$ cat src/rtl/acs_pkg.sv
// Shared constants and carrier types for the conversion sequencer.
// Assumes a 32-bit APB master and a 10 MHz system clock on mclk.
package acs_pkg;

    // Register indices; the byte address of each is four times its index.
    localparam logic [11:0] IDX_CTL0    = 12'hF70;
    localparam logic [11:0] IDX_CTL1    = 12'hF71;
    localparam logic [11:0] IDX_DATA_HI = 12'hF72;
    localparam logic [11:0] IDX_DATA_LO = 12'hF73;
    localparam logic [11:0] IDX_STAT    = 12'hF74;

    // Control register 0 field positions and reset value.
    localparam int          GO_BIT      = 7;
    localparam int          REF_LO_BIT  = 6;
    localparam int          PIN_DRV_BIT = 5;
    localparam int          REPEAT_BIT  = 4;
    localparam int          SEL_MSB     = 3;
    localparam logic [7:0]  CTL0_RESET  = 8'h00;

    // Control/status register 1: level high bit on top, rest stored only.
    localparam int          REF_HI_BIT  = 7;
    localparam logic [7:0]  CTL1_RESET  = 8'h80;

    // Sequencer status register field positions and reset value.
    localparam int          EN_BIT      = 0;
    localparam int          PWR_BIT     = 1;
    localparam int          BUSY_BIT    = 2;
    localparam logic [7:0]  STAT_RESET  = 8'h01;

    // Low data register layout: raw bits on top, overflow flag at bit 0.
    localparam int          LO_RAW_LSB  = 3;
    localparam int          OVF_BIT     = 0;
    localparam int          RAW_W       = 13;

    // Phase lengths in system clock cycles.
    localparam int          IDLE_CYCLES    = 160;
    localparam int          POWERUP_CYCLES = 40;
    localparam int          CONV_CYCLES    = 5129;
    localparam int          REPEAT_CYCLES  = 256;
    localparam int          CHANNELS       = 8;

    // Sequencer phases, Gray coded along idle, power-up, convert, repeat.
    typedef enum logic [1:0] {
        PH_IDLE    = 2'b00,
        PH_POWERUP = 2'b01,
        PH_CONVERT = 2'b11,
        PH_REPEAT  = 2'b10
    } acs_phase_t;

    // Controls toward the modulator and filter.
    typedef struct packed {
        logic [1:0] refCode;
        logic       refPinDrive;
        logic       powerOn;
        logic       run;
    } acs_fe_ctl_t;

    // Sample word and overflow from the decimation filter.
    typedef struct packed {
        logic [RAW_W-1:0] sample;
        logic             overflow;
    } acs_fe_data_t;

    // Byte address of a register index.
    function automatic logic [15:0] acs_byte_addr(input logic [11:0] idx);
        acs_byte_addr = {2'b00, idx, 2'b00};
    endfunction

endpackage

$ cat src/rtl/acs_chan_route.sv
// Input switch decoder for the analog multiplexer.
// Assumes the select code is stable while the converter runs.
`timescale 1ns/1ns
`default_nettype none
module acs_chan_route (
    // Clock and reset.
    input  wire logic       mclk,
    input  wire logic       rst_n,
    // Selection.
    input  wire logic [3:0] inputSelect,
    input  wire logic       active,
    // Switch enables, one per input.
    output logic [7:0]      chanEnable
);
    typedef struct packed {
        logic [7:0] en;
    } acs_route_t;

    acs_route_t st;
    acs_route_t next_st;

    // Reserved codes open every switch so no input leaks into the modulator.
    always_comb begin
        next_st.en = 8'h00;
        if (active && !inputSelect[3]) begin
            next_st.en = 8'h01 << inputSelect[2:0];
        end
    end

    // Switches start open out of reset.
    always_ff @(posedge mclk) begin
        if (!rst_n) begin
            st <= '{en: 8'h00};
        end else begin
            st <= next_st;
        end
    end

    assign chanEnable = st.en;
endmodule
`default_nettype wire

$ cat src/rtl/acs_result_store.sv
// Result holding registers with a coherent low-bits shadow.
// Assumes capture is a one-cycle pulse at the end of a conversion.
`timescale 1ns/1ns
`default_nettype none
module acs_result_store (
    // Clock and reset.
    input  wire logic                 mclk,
    input  wire logic                 rst_n,
    // Capture from the filter.
    input  wire logic                 capture,
    input  wire acs_pkg::acs_fe_data_t feData,
    // Register read side.
    input  wire logic                 highRead,
    output logic [7:0]                resultHighByte,
    output logic [7:0]                resultLowBits
);
    typedef struct packed {
        logic [acs_pkg::RAW_W-1:0] raw;
        logic                      ovf;
        logic [7:0]                shadow;
    } acs_store_t;

    acs_store_t st;
    acs_store_t next_st;
    logic [7:0] liveLow;

    // Low register image: raw bits on top, flag at the bottom, zeros between.
    always_comb begin
        liveLow = 8'h00;
        liveLow[7:acs_pkg::LO_RAW_LSB] = st.raw[4:0];
        liveLow[acs_pkg::OVF_BIT] = st.ovf;
    end

    // New samples overwrite; the shadow moves only on a high-byte read.
    always_comb begin
        next_st = st;
        if (capture) begin
            next_st.raw = feData.sample;
            next_st.ovf = feData.overflow;
        end
        if (highRead) begin
            next_st.shadow = liveLow;
        end
    end

    // Result contents are cleared so reads after reset are defined.
    always_ff @(posedge mclk) begin
        if (!rst_n) begin
            st <= '0;
        end else begin
            st <= next_st;
        end
    end

    assign resultHighByte = st.raw[acs_pkg::RAW_W-1:5];
    assign resultLowBits  = st.shadow;
endmodule
`default_nettype wire

$ cat src/rtl/acs_sequencer.sv
// Conversion sequencer for a sigma-delta converter, APB register slave.
// Assumes a single 10 MHz clock and a filter whose sample is valid at the
// cycle a conversion phase ends.
//
// Summary of operation
// - Power down after 160 idle cycles.
// - Power-up takes 40 cycles before converting.
// - Single conversion lasts 5129 cycles.
// - Start bit reads one while converting.
// - Result lands in high byte and low top.
// - Single mode converts once, then stops.
// - Repeat bit selects single or continuous.
// - Four-bit select routes one of eight inputs.
// - Continuous clears start after first result.
// - Continuous results every 256 cycles.
// - Interrupt pulse after every conversion.
// - No interrupt while disabled; pending kept. Code keeps no pending request; it is dropped.
// - Result is signed two's complement.
// - Thirteen raw bits, two for compensation.
// - Two level bits form one reference code.
// - One write to register 0 acts together.
// - Start one restarts; start zero ignored.
// - High byte read latches low bits.
// - Low register carries filter overflow flag.
//
// Added by the designer: the APB register port and the address map.
`timescale 1ns/1ns
`default_nettype none
module acs_sequencer #(
    parameter int CONV_CYCLES = acs_pkg::CONV_CYCLES
) (
    // Clock and reset.
    input  wire logic                 mclk,
    input  wire logic                 rst_n,
    // APB slave.
    input  wire logic                 psel,
    input  wire logic                 penable,
    input  wire logic                 pwrite,
    input  wire logic [15:0]          paddr,
    input  wire logic [31:0]          pwdata,
    output logic [31:0]               prdata,
    output logic                      pready,
    output logic                      pslverr,
    // Analog front end.
    output acs_pkg::acs_fe_ctl_t      feCtl,
    output logic [7:0]                chanEnable,
    input  wire acs_pkg::acs_fe_data_t feData,
    // Request to the interrupt controller.
    output logic                      convIrq
);
    localparam logic [12:0] PU_LAST   = 13'(acs_pkg::POWERUP_CYCLES - 1);
    localparam logic [12:0] IDLE_LAST = 13'(acs_pkg::IDLE_CYCLES - 1);
    localparam logic [12:0] CONV_LAST = 13'(CONV_CYCLES - 1);
    localparam logic [12:0] REP_LAST  = 13'(acs_pkg::REPEAT_CYCLES - 1);

    typedef struct packed {
        acs_pkg::acs_phase_t  phase;
        logic [12:0]          dwell;
        logic                 powered;
        logic                 go;
        logic                 refLo;
        logic                 pinDrive;
        logic                 repeatSel;
        logic [3:0]           inputSel;
        logic [7:0]           ctl1;
        logic                 enable;
        logic                 irq;
        logic                 capture;
        logic                 ack;
        logic                 err;
        logic [31:0]          rdata;
        acs_pkg::acs_fe_ctl_t fe;
    } acs_seq_t;

    acs_seq_t    st;
    acs_seq_t    next_st;
    logic        access;
    logic        done;
    logic        wrDone;
    logic        highRead;
    logic        goWrite;
    logic        hitCtl0;
    logic        hitCtl1;
    logic        hitHi;
    logic        hitLo;
    logic        hitStat;
    logic [7:0]  resultHigh;
    logic [7:0]  resultLow;
    logic [7:0]  readByte;

    // Address decode; an unmapped address answers with pslverr.
    always_comb begin
        hitCtl0 = paddr == acs_pkg::acs_byte_addr(acs_pkg::IDX_CTL0);
        hitCtl1 = paddr == acs_pkg::acs_byte_addr(acs_pkg::IDX_CTL1);
        hitHi   = paddr == acs_pkg::acs_byte_addr(acs_pkg::IDX_DATA_HI);
        hitLo   = paddr == acs_pkg::acs_byte_addr(acs_pkg::IDX_DATA_LO);
        hitStat = paddr == acs_pkg::acs_byte_addr(acs_pkg::IDX_STAT);
    end

    // A transfer completes on the edge where the registered pready is high.
    assign access   = psel && penable;
    assign done     = access && st.ack;
    assign wrDone   = done && pwrite && !st.err;
    // The low image is latched on the edge that captures the high byte, so
    // a result landing between the two edges cannot split the pair.
    assign highRead = access && !st.ack && !pwrite && hitHi;
    assign goWrite  = wrDone && hitCtl0 && pwdata[acs_pkg::GO_BIT];

    // Read image of the addressed register, zero above bit 7.
    always_comb begin
        readByte = 8'h00;
        if (hitCtl0) begin
            readByte = {st.go, st.refLo, st.pinDrive, st.repeatSel,
                        st.inputSel};
        end else if (hitCtl1) begin
            readByte = st.ctl1;
        end else if (hitHi) begin
            readByte = resultHigh;
        end else if (hitLo) begin
            readByte = resultLow;
        end else if (hitStat) begin
            readByte[acs_pkg::EN_BIT]   = st.enable;
            readByte[acs_pkg::PWR_BIT]  = st.powered;
            readByte[acs_pkg::BUSY_BIT] = st.fe.run;
        end
    end

    // Next state: bus answer, phase timing, then software writes on top,
    // so a start written in the completion cycle wins over the clear.
    always_comb begin
        next_st = st;
        next_st.irq = 1'b0;
        next_st.capture = 1'b0;
        next_st.dwell = st.dwell + 13'h0001;

        // One wait state keeps every bus output on a flip-flop.
        next_st.ack = access && !st.ack;
        if (access && !st.ack) begin
            next_st.rdata = {24'h000000, readByte};
            next_st.err = !(hitCtl0 || hitCtl1 || hitHi || hitLo || hitStat);
        end

        unique case (st.phase)
            acs_pkg::PH_IDLE: begin
                if (st.powered && st.dwell == IDLE_LAST) begin
                    next_st.powered = 1'b0;
                end
            end
            acs_pkg::PH_POWERUP: begin
                if (st.dwell == PU_LAST) begin
                    next_st.powered = 1'b1;
                    next_st.phase = acs_pkg::PH_CONVERT;
                    next_st.dwell = 13'h0000;
                end
            end
            acs_pkg::PH_CONVERT: begin
                if (st.dwell == CONV_LAST) begin
                    next_st.capture = 1'b1;
                    next_st.irq = st.enable;
                    next_st.go = 1'b0;
                    next_st.dwell = 13'h0000;
                    // Repeat bit picks single or continuous.
                    if (st.repeatSel) begin
                        next_st.phase = acs_pkg::PH_REPEAT;
                    end else begin
                        next_st.phase = acs_pkg::PH_IDLE;
                    end
                end
            end
            acs_pkg::PH_REPEAT: begin
                if (!st.repeatSel) begin
                    next_st.phase = acs_pkg::PH_IDLE;
                    next_st.dwell = 13'h0000;
                end else if (st.dwell == REP_LAST) begin
                    next_st.capture = 1'b1;
                    next_st.irq = st.enable;
                    next_st.dwell = 13'h0000;
                end
            end
        endcase

        // Register writes; all control 0 fields change in the same edge.
        if (wrDone && hitCtl0) begin
            next_st.refLo = pwdata[acs_pkg::REF_LO_BIT];
            next_st.pinDrive = pwdata[acs_pkg::PIN_DRV_BIT];
            next_st.repeatSel = pwdata[acs_pkg::REPEAT_BIT];
            next_st.inputSel = pwdata[acs_pkg::SEL_MSB:0];
        end
        if (goWrite) begin
            next_st.go = 1'b1;
            next_st.dwell = 13'h0000;
            if (next_st.powered) begin
                next_st.phase = acs_pkg::PH_CONVERT;
            end else begin
                next_st.phase = acs_pkg::PH_POWERUP;
            end
        end
        if (wrDone && hitCtl1) begin
            next_st.ctl1 = pwdata[7:0];
        end
        if (wrDone && hitStat) begin
            next_st.enable = pwdata[acs_pkg::EN_BIT];
        end

        // Front-end controls follow the phase registered alongside it.
        next_st.fe.refCode = {next_st.ctl1[acs_pkg::REF_HI_BIT],
                              next_st.refLo};
        next_st.fe.refPinDrive = next_st.pinDrive;
        next_st.fe.powerOn = next_st.powered ||
                             next_st.phase == acs_pkg::PH_POWERUP;
        next_st.fe.run = next_st.phase == acs_pkg::PH_CONVERT ||
                         next_st.phase == acs_pkg::PH_REPEAT;
    end

    // Reset leaves the sequencer idle and the converter powered down.
    always_ff @(posedge mclk) begin
        if (!rst_n) begin
            st <= '0;
            st.phase <= acs_pkg::PH_IDLE;
            st.ctl1 <= acs_pkg::CTL1_RESET;
            st.enable <= acs_pkg::STAT_RESET[acs_pkg::EN_BIT];
            st.fe.refCode <= {acs_pkg::CTL1_RESET[acs_pkg::REF_HI_BIT],
                              acs_pkg::CTL0_RESET[acs_pkg::REF_LO_BIT]};
        end else begin
            st <= next_st;
        end
    end

    // Switch decoder; reserved codes open every switch.
    acs_chan_route u_route (
        .mclk        (mclk),
        .rst_n       (rst_n),
        .inputSelect (st.inputSel),
        .active      (st.fe.powerOn),
        .chanEnable  (chanEnable)
    );

    // Result registers and the coherent low-bits shadow.
    acs_result_store u_store (
        .mclk           (mclk),
        .rst_n          (rst_n),
        .capture        (st.capture),
        .feData         (feData),
        .highRead       (highRead),
        .resultHighByte (resultHigh),
        .resultLowBits  (resultLow)
    );

    assign prdata  = st.rdata;
    assign pready  = st.ack;
    assign pslverr = st.err;
    assign feCtl   = st.fe;
    assign convIrq = st.irq;

    // Idle powered converter drops power after exactly 160 cycles.
    property p_powerdown;
        @(posedge mclk) disable iff (!rst_n)
        (st.phase == acs_pkg::PH_IDLE && st.powered &&
         st.dwell == IDLE_LAST && !goWrite) |=> !st.powered;
    endproperty
    a_powerdown: assert property (p_powerdown)
        else $error("Converter did not power down after idle time.");

    // Power-up holds for 40 cycles and then hands over to converting.
    property p_powerup;
        @(posedge mclk) disable iff (!rst_n)
        (st.phase == acs_pkg::PH_POWERUP && !goWrite) |=>
            (($past(st.dwell) == PU_LAST) ==
             (st.phase == acs_pkg::PH_CONVERT && st.powered));
    endproperty
    a_powerup: assert property (p_powerup)
        else $error("Power-up phase length is wrong.");

    // The converting phase ends exactly at the conversion length.
    property p_convlen;
        @(posedge mclk) disable iff (!rst_n)
        (st.phase == acs_pkg::PH_CONVERT && !goWrite) |=>
            ((st.phase != acs_pkg::PH_CONVERT) ==
             ($past(st.dwell) == CONV_LAST));
    endproperty
    a_convlen: assert property (p_convlen)
        else $error("Conversion length is wrong.");

    // Start bit is high throughout the first conversion.
    property p_gohigh;
        @(posedge mclk) disable iff (!rst_n)
        st.phase == acs_pkg::PH_CONVERT |-> st.go && feCtl.run;
    endproperty
    a_gohigh: assert property (p_gohigh)
        else $error("Start bit low during a conversion.");

    // Single mode completion returns to idle with start cleared.
    property p_single;
        @(posedge mclk) disable iff (!rst_n)
        (st.phase == acs_pkg::PH_CONVERT && st.dwell == CONV_LAST &&
         !st.repeatSel && !goWrite) |=>
            st.phase == acs_pkg::PH_IDLE && !st.go && st.capture;
    endproperty
    a_single: assert property (p_single)
        else $error("Single conversion did not stop cleanly.");

    // Start stays low through every repeat period.
    property p_repeatgo;
        @(posedge mclk) disable iff (!rst_n)
        (st.phase == acs_pkg::PH_REPEAT && !goWrite) |=> !st.go;
    endproperty
    a_repeatgo: assert property (p_repeatgo)
        else $error("Start bit set during continuous results.");

    // A repeat period of 256 cycles ends in a capture, and in a request if enabled.
    property p_period;
        @(posedge mclk) disable iff (!rst_n)
        (st.phase == acs_pkg::PH_REPEAT && st.repeatSel &&
         st.dwell == REP_LAST && !goWrite) |=>
            st.capture && (convIrq == $past(st.enable));
    endproperty
    a_period: assert property (p_period)
        else $error("Repeat result missing at period end.");

    // Requests come only with a capture and only while enabled.
    property p_irqgate;
        @(posedge mclk) disable iff (!rst_n)
        convIrq |-> st.capture && $past(st.enable);
    endproperty
    a_irqgate: assert property (p_irqgate)
        else $error("Interrupt request without an enabled completion.");

    // A high-byte read freezes the low image for the next read.
    property p_latch;
        @(posedge mclk) disable iff (!rst_n)
        highRead |=> resultLow == $past(u_store.liveLow);
    endproperty
    a_latch: assert property (p_latch)
        else $error("Low bits not latched by high-byte read.");

    // A start write always begins a fresh phase from its first cycle.
    property p_restart;
        @(posedge mclk) disable iff (!rst_n)
        goWrite |=> st.go && st.dwell == 13'h0000 &&
            (st.phase == acs_pkg::PH_CONVERT ||
             st.phase == acs_pkg::PH_POWERUP);
    endproperty
    a_restart: assert property (p_restart)
        else $error("Start write did not restart the conversion.");

    // A request while powered down goes through power-up first.
    property p_wakeup;
        @(posedge mclk) disable iff (!rst_n)
        (goWrite && !st.powered && st.phase == acs_pkg::PH_IDLE) |=>
            st.phase == acs_pkg::PH_POWERUP && !st.powered;
    endproperty
    a_wakeup: assert property (p_wakeup)
        else $error("Conversion started without powering up.");
endmodule
`default_nettype wire

$ cat config.mk
export PLATFORM = sky130hd
export DESIGN_NAME = acs_sequencer
export DESIGN_NICKNAME = d
export VERILOG_FILES = /design/src/rtl/acs_pkg.sv /design/src/rtl/acs_chan_route.sv /design/src/rtl/acs_result_store.sv /design/src/rtl/acs_sequencer.sv
export SDC_FILE = /design/constraint.sdc
export NUM_CORES = 1
export LEC_CHECK = 0
export BUFFER_PORTS_ARGS = -buffer_cell sky130_fd_sc_hd__buf_2
export CORE_MARGIN = 2
export CORE_UTILIZATION = 46
export CTS_CLUSTER_DIAMETER = 40
export DETAILED_ROUTE_END_ITERATION = 10
export PLACE_DENSITY = 0.73
export SYNTH_ARGS = -nofsm -noshare
export SYNTH_HDL_FRONTEND = slang
export SYNTH_SLANG_ARGS = --single-unit
$ cat constraint.sdc
create_clock -name mclk -period 2.1 [get_ports mclk]
set_input_delay 0.315 -clock mclk [delete_from_list [all_inputs] [get_ports mclk]]
set_output_delay 0.315 -clock mclk [all_outputs]
set_load 0.01 [all_outputs]
# Word level (Yosys, flattened, before mapping)
# Index checks and enable logic that the tools add are counted.
dict set report word_totals {
  input_bits 67
  output_inout_bits 48
  elab_cells 97
  regBits 77
}
dict set report op_classes {
  n_reduce_logical 30
  bitwise 1
  mux 26
  add_sub_neg 1
  n_eq_ne 15
  shift 1
}
# cell n
set ops {}
lappend ops {{equality test 16 x 14 -> 1 bit, second input constant} 5}
lappend ops {{case mux 15 bit (3 select lines)} 1}
lappend ops {{two-way mux 8 bit} 4}
lappend ops {{two-way mux 15 bit} 2}
lappend ops {{equality test 13 x 8 -> 1 bit, second input constant} 2}
lappend ops {{two-way mux 13 bit} 2}
lappend ops {{two-way mux 16 bit} 1}
lappend ops {{adder 13 x 1 -> 13 bit, second input constant} 1}
lappend ops {{equality test 13 bit, second input constant} 1}
lappend ops {{equality test 13 x 6 -> 1 bit, second input constant} 1}
lappend ops {{logical AND 1 bit} 13}
lappend ops {{two-way mux 2 bit} 6}
lappend ops {{equality test 2 bit, second input constant} 4}
lappend ops {{left shift 1 x 3 -> 8 bit, first input constant} 1}
lappend ops {{two-way mux 7 bit} 1}
lappend ops {{logical OR 1 bit} 6}
lappend ops {{two-way mux 3 bit} 2}
lappend ops {{zero test 1 bit} 5}
lappend ops {{two-way mux 5 bit} 1}
lappend ops {{equality test 2 x 1 -> 1 bit, second input constant} 2}
lappend ops {{two-way mux 1 bit} 4}
lappend ops {{case mux 2 bit (2 select lines)} 1}
lappend ops {{AND reduction 2 bit} 2}
lappend ops {{nonzero test 2 bit} 2}
lappend ops {{other kinds (4)} 4}

# Longest topological paths before layout
# Gate-level depths: netlist of the first run.
dict set report logic_depth {
  word_depth 9
  depth_mapped 8
  depth_no_buf 7
}

# Hierarchy
# Synthesis of the first run repeated with hierarchy kept, for this count alone.
dict set report hier_totals {
  hier_cells 383
  hier_area_um2 3666.0
}
# module seq_area_each_um2 cells_each instances area_each_um2
set by_module_without_submodules {}
lappend by_module_without_submodules {acs_sequencer 940.9 293 1 2636.3}
lappend by_module_without_submodules {acs_result_store 400.4 68 1 788.3}
lappend by_module_without_submodules {acs_chan_route 160.2 22 1 241.5}

# Least setup slack after synthesis of the first run
# Ideal clock, no wire load.
dict set report synth_path {
  path_type {in2reg}
  from {input paddr[15]}
  to {register st[46] in the netlist's numbering}
  setup_time_ns 0.114
  t_arrival_ns 2.055
  t_required_ns 1.986
  path_buffers 3
  slack_ns -0.069
  stages 8
  path_cell_list {or4_4 > or2_1 > buf_6 > or4_4 > buf_6 > buf_12 > nand3_2 > o21ai_2}
}
dict set report synth_via {
  elab_chain_cells 2
}
# element line_no
set synth_lines {}
lappend synth_lines {{start: declaration} acs_sequencer.sv:39} ;# input wire logic [15:0] paddr,
lappend synth_lines {{equality test 16 x 14 -> 1 bit} acs_sequencer.sv:94} ;# hitCtl1 = paddr == acs_pkg::acs_byte_addr(acs_pkg::IDX_CTL1);
lappend synth_lines {{logical AND 1 bit} acs_sequencer.sv:198} ;# if (wrDone && hitCtl1) begin
lappend synth_lines {{end signal: assignment} acs_sequencer.sv:225} ;# st <= next_st;
lappend synth_lines {{end: declaration} acs_sequencer.sv:75} ;# acs_seq_t st;
# No other way between the ends.
# A chain may end at the register's enable or synchronous reset.

# Final worst setup path of the first run
dict set report layout_path {
  from {register st[59] in the netlist's numbering}
  to {register st (netlist bit feCtl[0])}
}
dict set report layout_via {
  elab_chain_cells 8
  word_cells_on_any_way 14
  cone_classes {eq/ne (5); mux (7); reduce/logical (2)}
}
# element line_no
set layout_lines {}
lappend layout_lines {{equality test 13 x 8 -> 1 bit} acs_sequencer.sv:145} ;# if (st.powered && st.dwell == IDLE_LAST) begin
lappend layout_lines {{logical AND 1 bit} acs_sequencer.sv:145}
lappend layout_lines {{two-way mux 1 bit} acs_sequencer.sv:145}
lappend layout_lines {{case mux 1 bit (2 select lines)} acs_sequencer.sv:143} ;# unique case (st.phase)
lappend layout_lines {{two-way mux 2 bit} acs_sequencer.sv:192} ;# if (next_st.powered) begin
lappend layout_lines {{two-way mux 15 bit *} acs_sequencer.sv:189} ;# if (goWrite) begin
lappend layout_lines {{equality test 2 bit, on equally long branches} {acs_sequencer.sv:211, acs_sequencer.sv:212}}
lappend layout_lines {{logical OR 1 bit *} acs_sequencer.sv:211} ;# next_st.fe.run = next_st.phase == acs_pkg::PH_CONVERT ||
# Mark *: on every way between the ends. The rest lies on a longest branch, timed or not.

==> metrics.cfg, run 1 <==
[status]
outcome = complete, no violations

[drt]
routed_wl_mm = 7.42
post-route-drc-count = 0
drtIter0Drc = 161
wire_per_inst_um = 13.3
ant_nets = 0
vias_per_cell = 4.93
first_pass_iters = 4
num_vias = 2746

[clock_network]
clkSlewWorstSetupHoldPaths_ps = 80
cts_tree = done
cts_sinks = 75
ctsHoldBuffers = 0
root_buffer = clkbuf_8
cts_made_buffers = 9
cts_setup_buffers = 0
clk_latency_ps = 350
htreeDepth = 3
clk_path_buf_depth = 2

[logic_synthesis]
synth-edff-count = 0
yosys.area_share.adder_pct = 0.690
synth_top_family_by_area = simple AND/OR/NAND/NOR gates
syn_area_um2 = 3630
ys_seq_elements = 75
yosys_warnings = 0
synthMuxAreaShare_pct = 12.3
synth_cell_types = 45
avgSynthCellArea_um2 = 9.35
synth_compound_area_share_pct = 7.14
ys_async_sr_fraction_pct = 0
synth_xor_area_share_pct = 2.66
syn_inst = 388
ys_seq_area_share_pct = 41.4
synth_ff_type = dfxtp_1
yosys.area_share.simple_pct = 24.7

[power_and_ir_drop]
p_leak_nw = 1.74
cellPowerDensity_nw_per_um2 = 640
peakVddDrop_uv = 350
totalPowerFinal_mw = 2.65

[global_routing]
track_usage_pct = 18.4
antenna_found_initial = 0
overflow = 0
grt_max_degree = 28
grt_pass1_wl_mm = 12.4
grt_pass1_vias = 2608

[floorplan]
dieHeight_um = 92.8
io_pins = 115
coreArea_um2 = 7690
fp.dieW_um = 92.8
row_count = 32
die_area_um2 = 8610
start_util_pct = 47.2

[setup_path]
cp_data_arrival_time_ps = 2230
crit_slowest_cell = or3b_2
crit_chain = inv_1 -> ha_1 -> or3b_2 -> nor4_4 -> nor2b_1 -> o21a_1 -> o311a_1
crit_type = reg2reg
path_max_fanout = 2
r2r_slack_ps = 110
worstSetupStartpointType = flop
end_kind = flop
cpPeakStageDelay_ps = 490
worstPathRequired_ps = 2340

[cells_and_area]
syn_to_final_growth_pct = 14.2
drive_gt1_share_pct = 27.5
nNetsFinal = 519
antennaDiodeCount = 0

[place]
gp_congestion = 0.877
dp_slack_ps = -94.6
io_buffers = 66
dp.final_hpwl_mm = 5.66

[sta]
finalMaxSlewViolations = 0
maxSlewHeadroom_pct = 61.3
worst_pin_slew_ps = 578
fin_tns_setup_ps = 0
hold_viol_final = 0
fmax_mhz = 502
rsz0062_at_grt = no
fin_ws_ps = 108
min_period_over_period_pct = 94.8
fin_worst_skew_ps = 4.15
period_needed_ps = 1990
setup_viol = 0

[flow_run]
drv_cap = 0

[hold_path]
hold_class = in2reg

-- state kept, by name (all words and copies together), names as in the netlist --
signal	flops
prdata	8
u_store.resultHighByte	8
st	32
pslverr	1
u_store.resultLowBits	6
u_store.liveLow	6
feCtl	4
u_route.chanEnable	8
pready	1
convIrq	1
-- cell type report --
type                            count  area, um^2
Inverter                            2        7.51
Fill cell                         727        3540
Tap cell                          102         128
Sequential cell                    75        1500
Multi-Input combinational cell    275        1830
Clock buffer                        9         124
Timing Repair Buffer               87         500
Clock inverter                      7        58.8
-- what timing repair did --
action,CTS,global route
gates resized for setup,1,1
pin swaps,0,0
hold endpoints to repair,0,0
setup endpoints to repair,2,2
-- final timing paths --
path	cells after the start	end	startpoint
max reg2reg	7	feCtl[0]$_SDFF_PN0_	st[59]$_SDFF_PP0_
min reg2reg	2	prdata[7]$_SDFFE_PN0P_	prdata[7]$_SDFFE_PN0P_
min	3	st[41]$_SDFFE_PN1P_	pwdata[0]
max	7	feCtl[0]$_SDFF_PN0_	st[59]$_SDFF_PP0_
-- critical path: cells and delay by family, from the launching register on --
kind,cells,cell delay (ps)
AND/OR/NAND/NOR,3,800
buffers and inverters,1,50
adder cells (fa/ha/maj),1,160
AO/OA/AOI/OAI,2,540
flip-flops,1,320
-- power by group --
group | internal [mW] | switching, mW
clock network | 0.449 | 0.589
logic | 0.0768 | 0.101
registers | 1.43 | 0.00720
-- per-stage QoR --
stage	cell area, um^2	hold slack (ps)	std cells	util [%]
6_report	4150	208	557	53.9
4_1_cts	4140	198	557	53.8
5_1_grt	4150	223	557	53.9
3_3_place_gp	3950	450	541	51.4
3_5_place_dp	3950	456	541	51.4
2_1_floorplan	3710	440	411	-
-- cells in the mapped netlist (2+ instances only) --
master	number	share of area (%)
a21boi_0	6	1.2
a21oi_1	3	0.41
a221oi_1	3	0.72
and2_1	3	0.52
and3_1	4	0.69
and4b_1	4	1.1
buf_4	38	7.9
buf_6	2	0.62
clkbuf_1	18	1.9
dfxtp_1	75	41
ha_1	2	0.69
inv_1	2	0.21
mux2i_1	31	8.6
mux4_2	6	3.7
nand2_1	38	3.9
nand2b_1	3	0.52
nand3_1	16	2.2
nand3_2	3	0.83
nand4_1	2	0.34
nand4b_1	3	0.72
nand4bb_1	2	0.62
nor2_1	28	2.9
nor2b_1	24	4.1
nor3_1	16	2.2
nor3b_1	3	0.62
nor4_1	5	0.86
o21a_1	2	0.41
o21ai_0	9	1.2
o21ai_2	7	1.7
o311a_1	2	0.55
or3_1	4	0.69
or4_4	2	0.62
xnor2_1	7	1.7
xor2_1	4	0.97
-- layout by cell type, fill, tap and decap left out, types with 7 or more instances in the layout --
master     n
buf_2     66
buf_4     20
clkbuf_8   9
conb_1    24
dfxtp_1   75
mux2i_1   31
nand2_1   38
nand3_1   16
nor2_1    28
nor2b_1   24
nor3_1    16
o21ai_0    9
o21ai_2    7
xnor2_1    7
-- kinds of logic after synthesis --
family                   count (synthesis)
multiplexers                            37
XOR/XNOR                                11
flip-flops                              75
AND/OR/NAND/NOR                        165
adder cells (fa/ha/maj)                  2
AO/OA/AOI/OAI                           36
other                                    1
buffers and inverters                   61
-- metal layers --
metal | GRT usage [%] | vias to the layer above | part of all wire, %
li1 | - | 1412 | -
met1 | 24.6 | 1242 | 48
met2 | 28.4 | 81 | 45
met3 | 3.58 | 11 | 5.8
met4 | 8.58 | 0 | 2.0
met5 | 0 | - | 0
(Power assumes the default switching activity.)
==> inputs of run 2 (changes only) <==
--- a/config.mk
+++ b/config.mk
@@ -5,11 +5,14 @@
 export SDC_FILE = /design/constraint.sdc
 export NUM_CORES = 1
 export LEC_CHECK = 0
-export BUFFER_PORTS_ARGS = -buffer_cell sky130_fd_sc_hd__buf_2
+export BUFFER_PORTS_ARGS = -buffer_cell sky130_fd_sc_hd__clkbuf_2
+export CELL_PAD_IN_SITES_DETAIL_PLACEMENT = 0
+export CELL_PAD_IN_SITES_GLOBAL_PLACEMENT = 1
 export CORE_MARGIN = 2
-export CORE_UTILIZATION = 46
+export CORE_UTILIZATION = 34
 export CTS_CLUSTER_DIAMETER = 40
 export DETAILED_ROUTE_END_ITERATION = 10
+export HOLD_SLACK_MARGIN = 0.02
 export PLACE_DENSITY = 0.73
 export SYNTH_ARGS = -nofsm -noshare
 export SYNTH_HDL_FRONTEND = slang
==> metrics.cfg, run 2 (same netlist as run 1, synthesis figures left out) <==
[cells_and_area]
drive_gt1_share_pct = 28.1  ; +0.60 points
top_register = st
antennaDiodeCount = 0  ; unchanged
syn_to_final_growth_pct = 17.6
final_common_cell = dfxtp_1
fillCellCount = 1049  ; +44%
largest_reg_flops = 32  ; unchanged
nNetsFinal = 521  ; +0.39%
layout.cells.most_common_list = dfxtp_1, clkbuf_2, nand2_1

[sta]
worst_pin_slew_ps = 600  ; +21.2 ps
maxSlewHeadroom_pct = 59.9  ; -1.4 points
hold_viol_final = 0  ; unchanged
fmax_mhz = 497  ; -0.95%
hold_slack_ps = 222  ; +13.8 ps
setup_viol = 0  ; unchanged
fin_worst_skew_ps = 9.60  ; +5.45 ps
min_period_over_period_pct = 95.8  ; +0.91 points
period_needed_ps = 2010  ; +19.0 ps
finalMaxSlewViolations = 0  ; unchanged
fin_ws_ps = 89.2  ; -19.0 ps

[power_and_ir_drop]
p_comb_share_pct = 6.0  ; -0.7 points
cellPowerDensity_nw_per_um2 = 691  ; +8.0%
peakVddDrop_uv = 301  ; -14%
switching_share_pct = 22.2  ; -4.1 points
seq_power_share_pct = 48.8  ; -5.4 points
p_clk_share_pct = 45.1  ; +6.0 points
p_leak_nw = 1.77  ; +1.8%
switching_power_uw = 654  ; -6.2%
p_int_mw = 2.29  ; +17%

[drt]
vias_per_cell = 4.77  ; -3.3%
post-route-drc-count = 0  ; unchanged
routed_wl_mm = 8.09  ; +9.0%
drtIter0Drc = 92  ; -43%
first_pass_iters = 4  ; unchanged
ant_nets = 0  ; unchanged
num_vias = 2823  ; +2.8%
wire_per_inst_um = 13.7  ; +2.6%

[status]
outcome = complete, no violations

[global_routing]
grtUsageMet3_pct = 3.69  ; +0.11 points
grt_pass1_vias = 2572  ; -1.4%
grt_use_met1_pct = 20.3  ; -4.4 points
track_usage_pct = 14.3  ; -4.1 points
grt_max_degree = 38  ; +36%
antenna_found_initial = 1  ; +1
use_met2_pct = 21.0  ; -7.4 points
grt_pass1_wl_mm = 12.8  ; +3.1%
grt-busiest-layer = met2
overflow = 0  ; unchanged

[clock_network]
clk_latency_ps = 350  ; about the same
clk_path_buf_depth = 2  ; unchanged
root_buffer = clkbuf_8
clkSlewWorstSetupHoldPaths_ps = 80  ; about the same
cts_made_buffers = 9  ; unchanged
cts_sinks = 75  ; unchanged
cts_tree = done
htreeDepth = 3  ; unchanged

[floorplan]
coreArea_um2 = 10300  ; +34%
start_util_pct = 35.1  ; -12 points
die_area_um2 = 11500  ; +34%
dieHeight_um = 107  ; +16%
fp.dieW_um = 107  ; +16%
row_count = 37  ; +16%
io_pins = 115  ; unchanged

[setup_path]
worstSetupStartpointType = flop
crit_buf_inv = 1  ; unchanged
crit_type = reg2reg
cp_data_arrival_time_ps = 2240  ; about the same
end_kind = flop
crit_family = simple AND/OR/NAND/NOR gates
crit_chain = inv_1 -> ha_1 -> or3b_4 -> nor4_4 -> nor2b_1 -> o21a_1 -> o311a_1
path_max_fanout = 4  ; +2
cpPeakStageDelay_ps = 400  ; -90 ps
worstPathRequired_ps = 2330  ; about the same
crit_slowest_cell = or3b_4

[place]
dp_slack_ps = -92.6  ; +1.97 ps
gp_congestion = 0.812  ; -7.4%
io_buffers = 66  ; unchanged
dp.final_hpwl_mm = 6.09  ; +7.7%

[flow_run]
drv_cap = 0  ; unchanged

[hold_path]
hold_class = in2reg

-- run 2: cell types whose count changed in the layout (fill, tap and decap cells not counted) --
| cell | previous run | this run |
|---|---|---|
| bufinv_16 | 0 | 3 |
| dfxtp_2 | 0 | 1 |
| nor3_1 | 16 | 15 |
| inv_6 | 3 | 1 |
| buf_2 | 66 | 0 |
| inv_8 | 1 | 0 |
| buf_4 | 20 | 22 |
| or3b_2 | 1 | 0 |
| nor3_2 | 0 | 1 |
| dfxtp_1 | 75 | 74 |
| or3b_4 | 0 | 1 |
| clkinvlp_4 | 1 | 0 |
| clkbuf_2 | 0 | 66 |
-- run 2: through the flow --
step | power, mW | area [um^2] | TNS [ps] | util, % | std cells
after floorplan | 1.61 | 3710 | -115 | - | 411
after global placement | 1.65 | 4000 | -390 | 38.7 | 576
after detailed placement | 1.65 | 4000 | -491 | 38.7 | 576
after CTS | 2.99 | 4230 | 0 | 41.0 | 591
after global routing | 3.08 | 4270 | -10.0 | 41.3 | 592
final | 2.95 | 4270 | 0 | 41.3 | 592
-- run 2: cell type report --
type	count	area [um^2]	area share (%)
multi-input cells	275	1830	43.0
flip-flops and latches	75	1500	35.2
repair buffers	89	515	12.1
well taps	136	170	3.99
clock buffers	9	124	2.90
clock inverters	6	113	2.64
inverters	2	7.51	0.176
-- run 2: power groups by stage --
stage / clock network, mW / logic (mW) / registers [mW]
after floorplan: 0 / 0.136 / 1.47
after global placement: 0 / 0.173 / 1.47
after detailed placement: 0 / 0.176 / 1.47
after CTS: 1.37 / 0.176 / 1.44
after global routing: 1.44 / 0.198 / 1.44
final: 1.33 / 0.178 / 1.44
-- run 2: path summary, 6_finish.rpt --
check,start,end,slack (ps),depth (start not counted)
max,st[60]$_SDFF_PP0_,st[73]$_SDFF_PN0_,90,7
min,feData[9],u_store.resultHighByte[3]$_SDFFE_PN0P_,220,3
max reg2reg,st[60]$_SDFF_PP0_,st[73]$_SDFF_PN0_,90,7
min reg2reg,prdata[7]$_SDFFE_PN0P_,prdata[7]$_SDFFE_PN0P_,460,2
-- run 2: tightest hold or removal path, stage by stage --
cell      delay (ps)
clkbuf_2          70
mux2i_1           50
nor2b_1           90
-- run 2: routing by layer --
metal	routed length [um]	vias to the layer above	part of all wire (%)
met5	0	-	0
met4	94	0	1.2
met3	516	7	6.4
met2	3520	91	44
met1	3960	1312	49
li1	-	1413	-
-- run 2: what timing repair did --
action                                  4_1_cts  5_1_grt
endpoints found under the setup margin        0        8
setup buffers                                 0        1
hold buffers                                  0        0
resized for setup                             0        5
==> inputs of run 3 (changes only) <==
--- a/config.mk
+++ b/config.mk
@@ -8,12 +8,12 @@
 export BUFFER_PORTS_ARGS = -buffer_cell sky130_fd_sc_hd__clkbuf_2
 export CELL_PAD_IN_SITES_DETAIL_PLACEMENT = 0
 export CELL_PAD_IN_SITES_GLOBAL_PLACEMENT = 1
-export CORE_MARGIN = 2
-export CORE_UTILIZATION = 34
+export CORE_MARGIN = 5
+export CORE_UTILIZATION = 38
 export CTS_CLUSTER_DIAMETER = 40
 export DETAILED_ROUTE_END_ITERATION = 10
 export HOLD_SLACK_MARGIN = 0.02
-export PLACE_DENSITY = 0.73
+export PLACE_DENSITY = 0.77
 export SYNTH_ARGS = -nofsm -noshare
 export SYNTH_HDL_FRONTEND = slang
 export SYNTH_SLANG_ARGS = --single-unit
==> constraint.sdc (replaced) <==
create_clock -name mclk -period 2.3 [get_ports mclk]
set_input_delay 0.345 -clock mclk [delete_from_list [all_inputs] [get_ports mclk]]
set_output_delay 0.345 -clock mclk [all_outputs]
set_load 0.01 [all_outputs]
==> metrics.cfg, run 3 (same netlist as run 1, synthesis figures left out) <==
[status]
outcome = complete, no violations

[drt]
wire_per_inst_um = 13.9  ; +1.7%
routed_wl_mm = 7.93  ; -1.9%
drtIter0Drc = 101  ; +9.8%
first_pass_iters = 4  ; unchanged
vias_per_cell = 4.78  ; +0.30%
post-route-drc-count = 0  ; unchanged
num_vias = 2731  ; -3.3%
ant_nets = 0  ; unchanged

[sta]
fin_tns_setup_ps = 0  ; unchanged
setup_viol = 0  ; unchanged
hold_viol_final = 0  ; unchanged
maxSlewHeadroom_pct = 41.6  ; -18 points
hold_slack_ps = 239  ; +17.1 ps
worst_pin_slew_ps = 875  ; +276 ps
fmax_mhz = 494  ; -0.60%
min_period_over_period_pct = 88.0  ; -7.8 points
rsz0062_at_grt = no
fin_worst_skew_ps = 14.4  ; +4.80 ps
finalMaxSlewViolations = 0  ; unchanged
period_needed_ps = 2020  ; +12.2 ps

[setup_path]
crit_buf_inv = 1  ; unchanged
end_kind = flop
crit_chain = inv_1 -> ha_1 -> or3b_2 -> nor4_2 -> nor2b_1 -> o21a_1 -> o311a_1
rr_worst_depth = 7  ; unchanged
worstSetupStartpointType = flop
reg2reg_from = st[59]$_SDFF_PP0_
crit_family = simple AND/OR/NAND/NOR gates
r2r_slack_ps = 280  ; +190 ps
worstPathRequired_ps = 2530  ; +200 ps
crit_type = reg2reg
crit_slowest_cell = or3b_2
path_max_fanout = 5  ; +1
cp_data_arrival_time_ps = 2250  ; about the same
reg2reg_to = feCtl[0]$_SDFF_PN0_
cpPeakStageDelay_ps = 460  ; +60 ps

[power_and_ir_drop]
p_clk_share_pct = 43.0  ; -2.1 points
cellPowerDensity_nw_per_um2 = 627  ; -9.3%
totalPowerFinal_mw = 2.58  ; -13%
peakVddDrop_uv = 274  ; -9.0%
switching_share_pct = 23.2  ; +0.99 points
p_int_mw = 1.98  ; -14%
seq_power_share_pct = 51.1  ; +2.3 points
p_leak_nw = 1.68  ; -4.8%
switching_power_uw = 597  ; -8.7%
p_comb_share_pct = 6.0  ; about the same

[place]
dp.final_hpwl_mm = 5.97  ; -2.0%
gp_congestion = 0.845  ; +4.0%
place_area_um2 = 3890  ; -2.7%
io_buffers = 66  ; unchanged

[floorplan]
coreArea_um2 = 9280  ; -10%
row_count = 35  ; -5.4%
start_util_pct = 39.1  ; +3.9 points
die_area_um2 = 11600  ; +0.77%
fp.dieW_um = 108  ; +0.38%
dieHeight_um = 108  ; +0.38%
io_pins = 115  ; unchanged

[hold_path]
hold_class = in2reg
min_from = pwdata[0]
hold-path-endpoint = st[41]$_SDFFE_PN1P_
whs_path_depth = 3  ; unchanged

[cells_and_area]
syn_to_final_growth_pct = 13.3
antennaDiodeCount = 0  ; unchanged
largest_reg_flops = 32  ; unchanged
final_common_cell = dfxtp_1
top_register = st
fin_area_um2 = 4110  ; -3.6%
layout.cells.most_common_list = dfxtp_1, clkbuf_2, nand2_1
final_core_util_pct = 44.3  ; +3.0 points
drive_gt1_share_pct = 25.3  ; -2.7 points
nNetsFinal = 507  ; -2.7%

[clock_network]
ctsHoldBuffers = 0  ; unchanged
clk_latency_ps = 350  ; about the same
cts_made_buffers = 9  ; unchanged
htreeDepth = 3  ; unchanged
clkSlewWorstSetupHoldPaths_ps = 90  ; about the same
cts_tree = done
root_buffer = clkbuf_8
clk_path_buf_depth = 2  ; unchanged
cts_sinks = 75  ; unchanged

[global_routing]
grt_max_degree = 40  ; +5.3%
overflow = 0  ; unchanged
grt_pass1_vias = 2563  ; -0.35%
antenna_found_initial = 0  ; -1
track_usage_pct = 13.9  ; -0.40 points
grt_pass1_wl_mm = 12.6  ; -1.3%

[flow_run]
drv_cap = 0  ; unchanged

==> run 3: worst max path at each step <==
stage | startpoint | end | slack, ps | cells past startpoint
after floorplan | paddr[15] | st[46]$_SDFFE_PN0P_ | 100 | 8
after global placement | paddr[15] | st[49]$_SDFFE_PN1P_ | 40 | 6
after detailed placement | paddr[15] | st[49]$_SDFFE_PN1P_ | 40 | 6
after CTS | st[59]$_SDFF_PP0_ | feCtl[0]$_SDFF_PN0_ | 170 | 7
after global routing | st[59]$_SDFF_PP0_ | feCtl[0]$_SDFF_PN0_ | 120 | 7
final | st[59]$_SDFF_PP0_ | feCtl[0]$_SDFF_PN0_ | 280 | 7
==> run 3: final cells by class <==
cell class	count	area [um^2]
fillers	929	5170
multi-input cells	275	1820
flip-flops and latches	75	1500
repair buffers	75	410
well taps	129	161
clock buffers	9	124
clock inverters	6	90.1
inverters	2	7.51
==> run 3: metal layers <==
layer  track usage (%)  routed length, um  share of wire [%]
met5                 0                  0                  0
met4              7.21                247                3.1
met3              4.20                535                6.7
met2              20.4               3390                 43
met1              18.2               3760                 47
==> run 3: through the flow <==
stage	setup WS (ps)	instances
after detailed placement	41.7	556
after global placement	42.6	556
after floorplan	101	411
final	277	571
after CTS	171	571
after global routing	122	571
==> run 3: power by group through the flow <==
stage / Sequential [mW] / Combinational (mW) / Clock [mW]
2_1_floorplan: 1.34 / 0.124 / 0
4_1_cts: 1.32 / 0.155 / 1.14
3_5_place_dp: 1.35 / 0.154 / 0
5_1_grt: 1.32 / 0.172 / 1.20
3_3_place_gp: 1.35 / 0.153 / 0
6_report: 1.32 / 0.154 / 1.11
==> run 3: what timing repair did <==
| item | in CTS | in global routing |
|---|---|---|
| gates resized for setup | 0 | 1 |
| endpoints found under the setup margin | 0 | 2 |
| buffers inserted | 0 | 0 |
==> run 3: worst min-delay path: stages <==
cell and delay [ps]:
clkbuf_2 100, mux2i_1 60, nand2_1 60
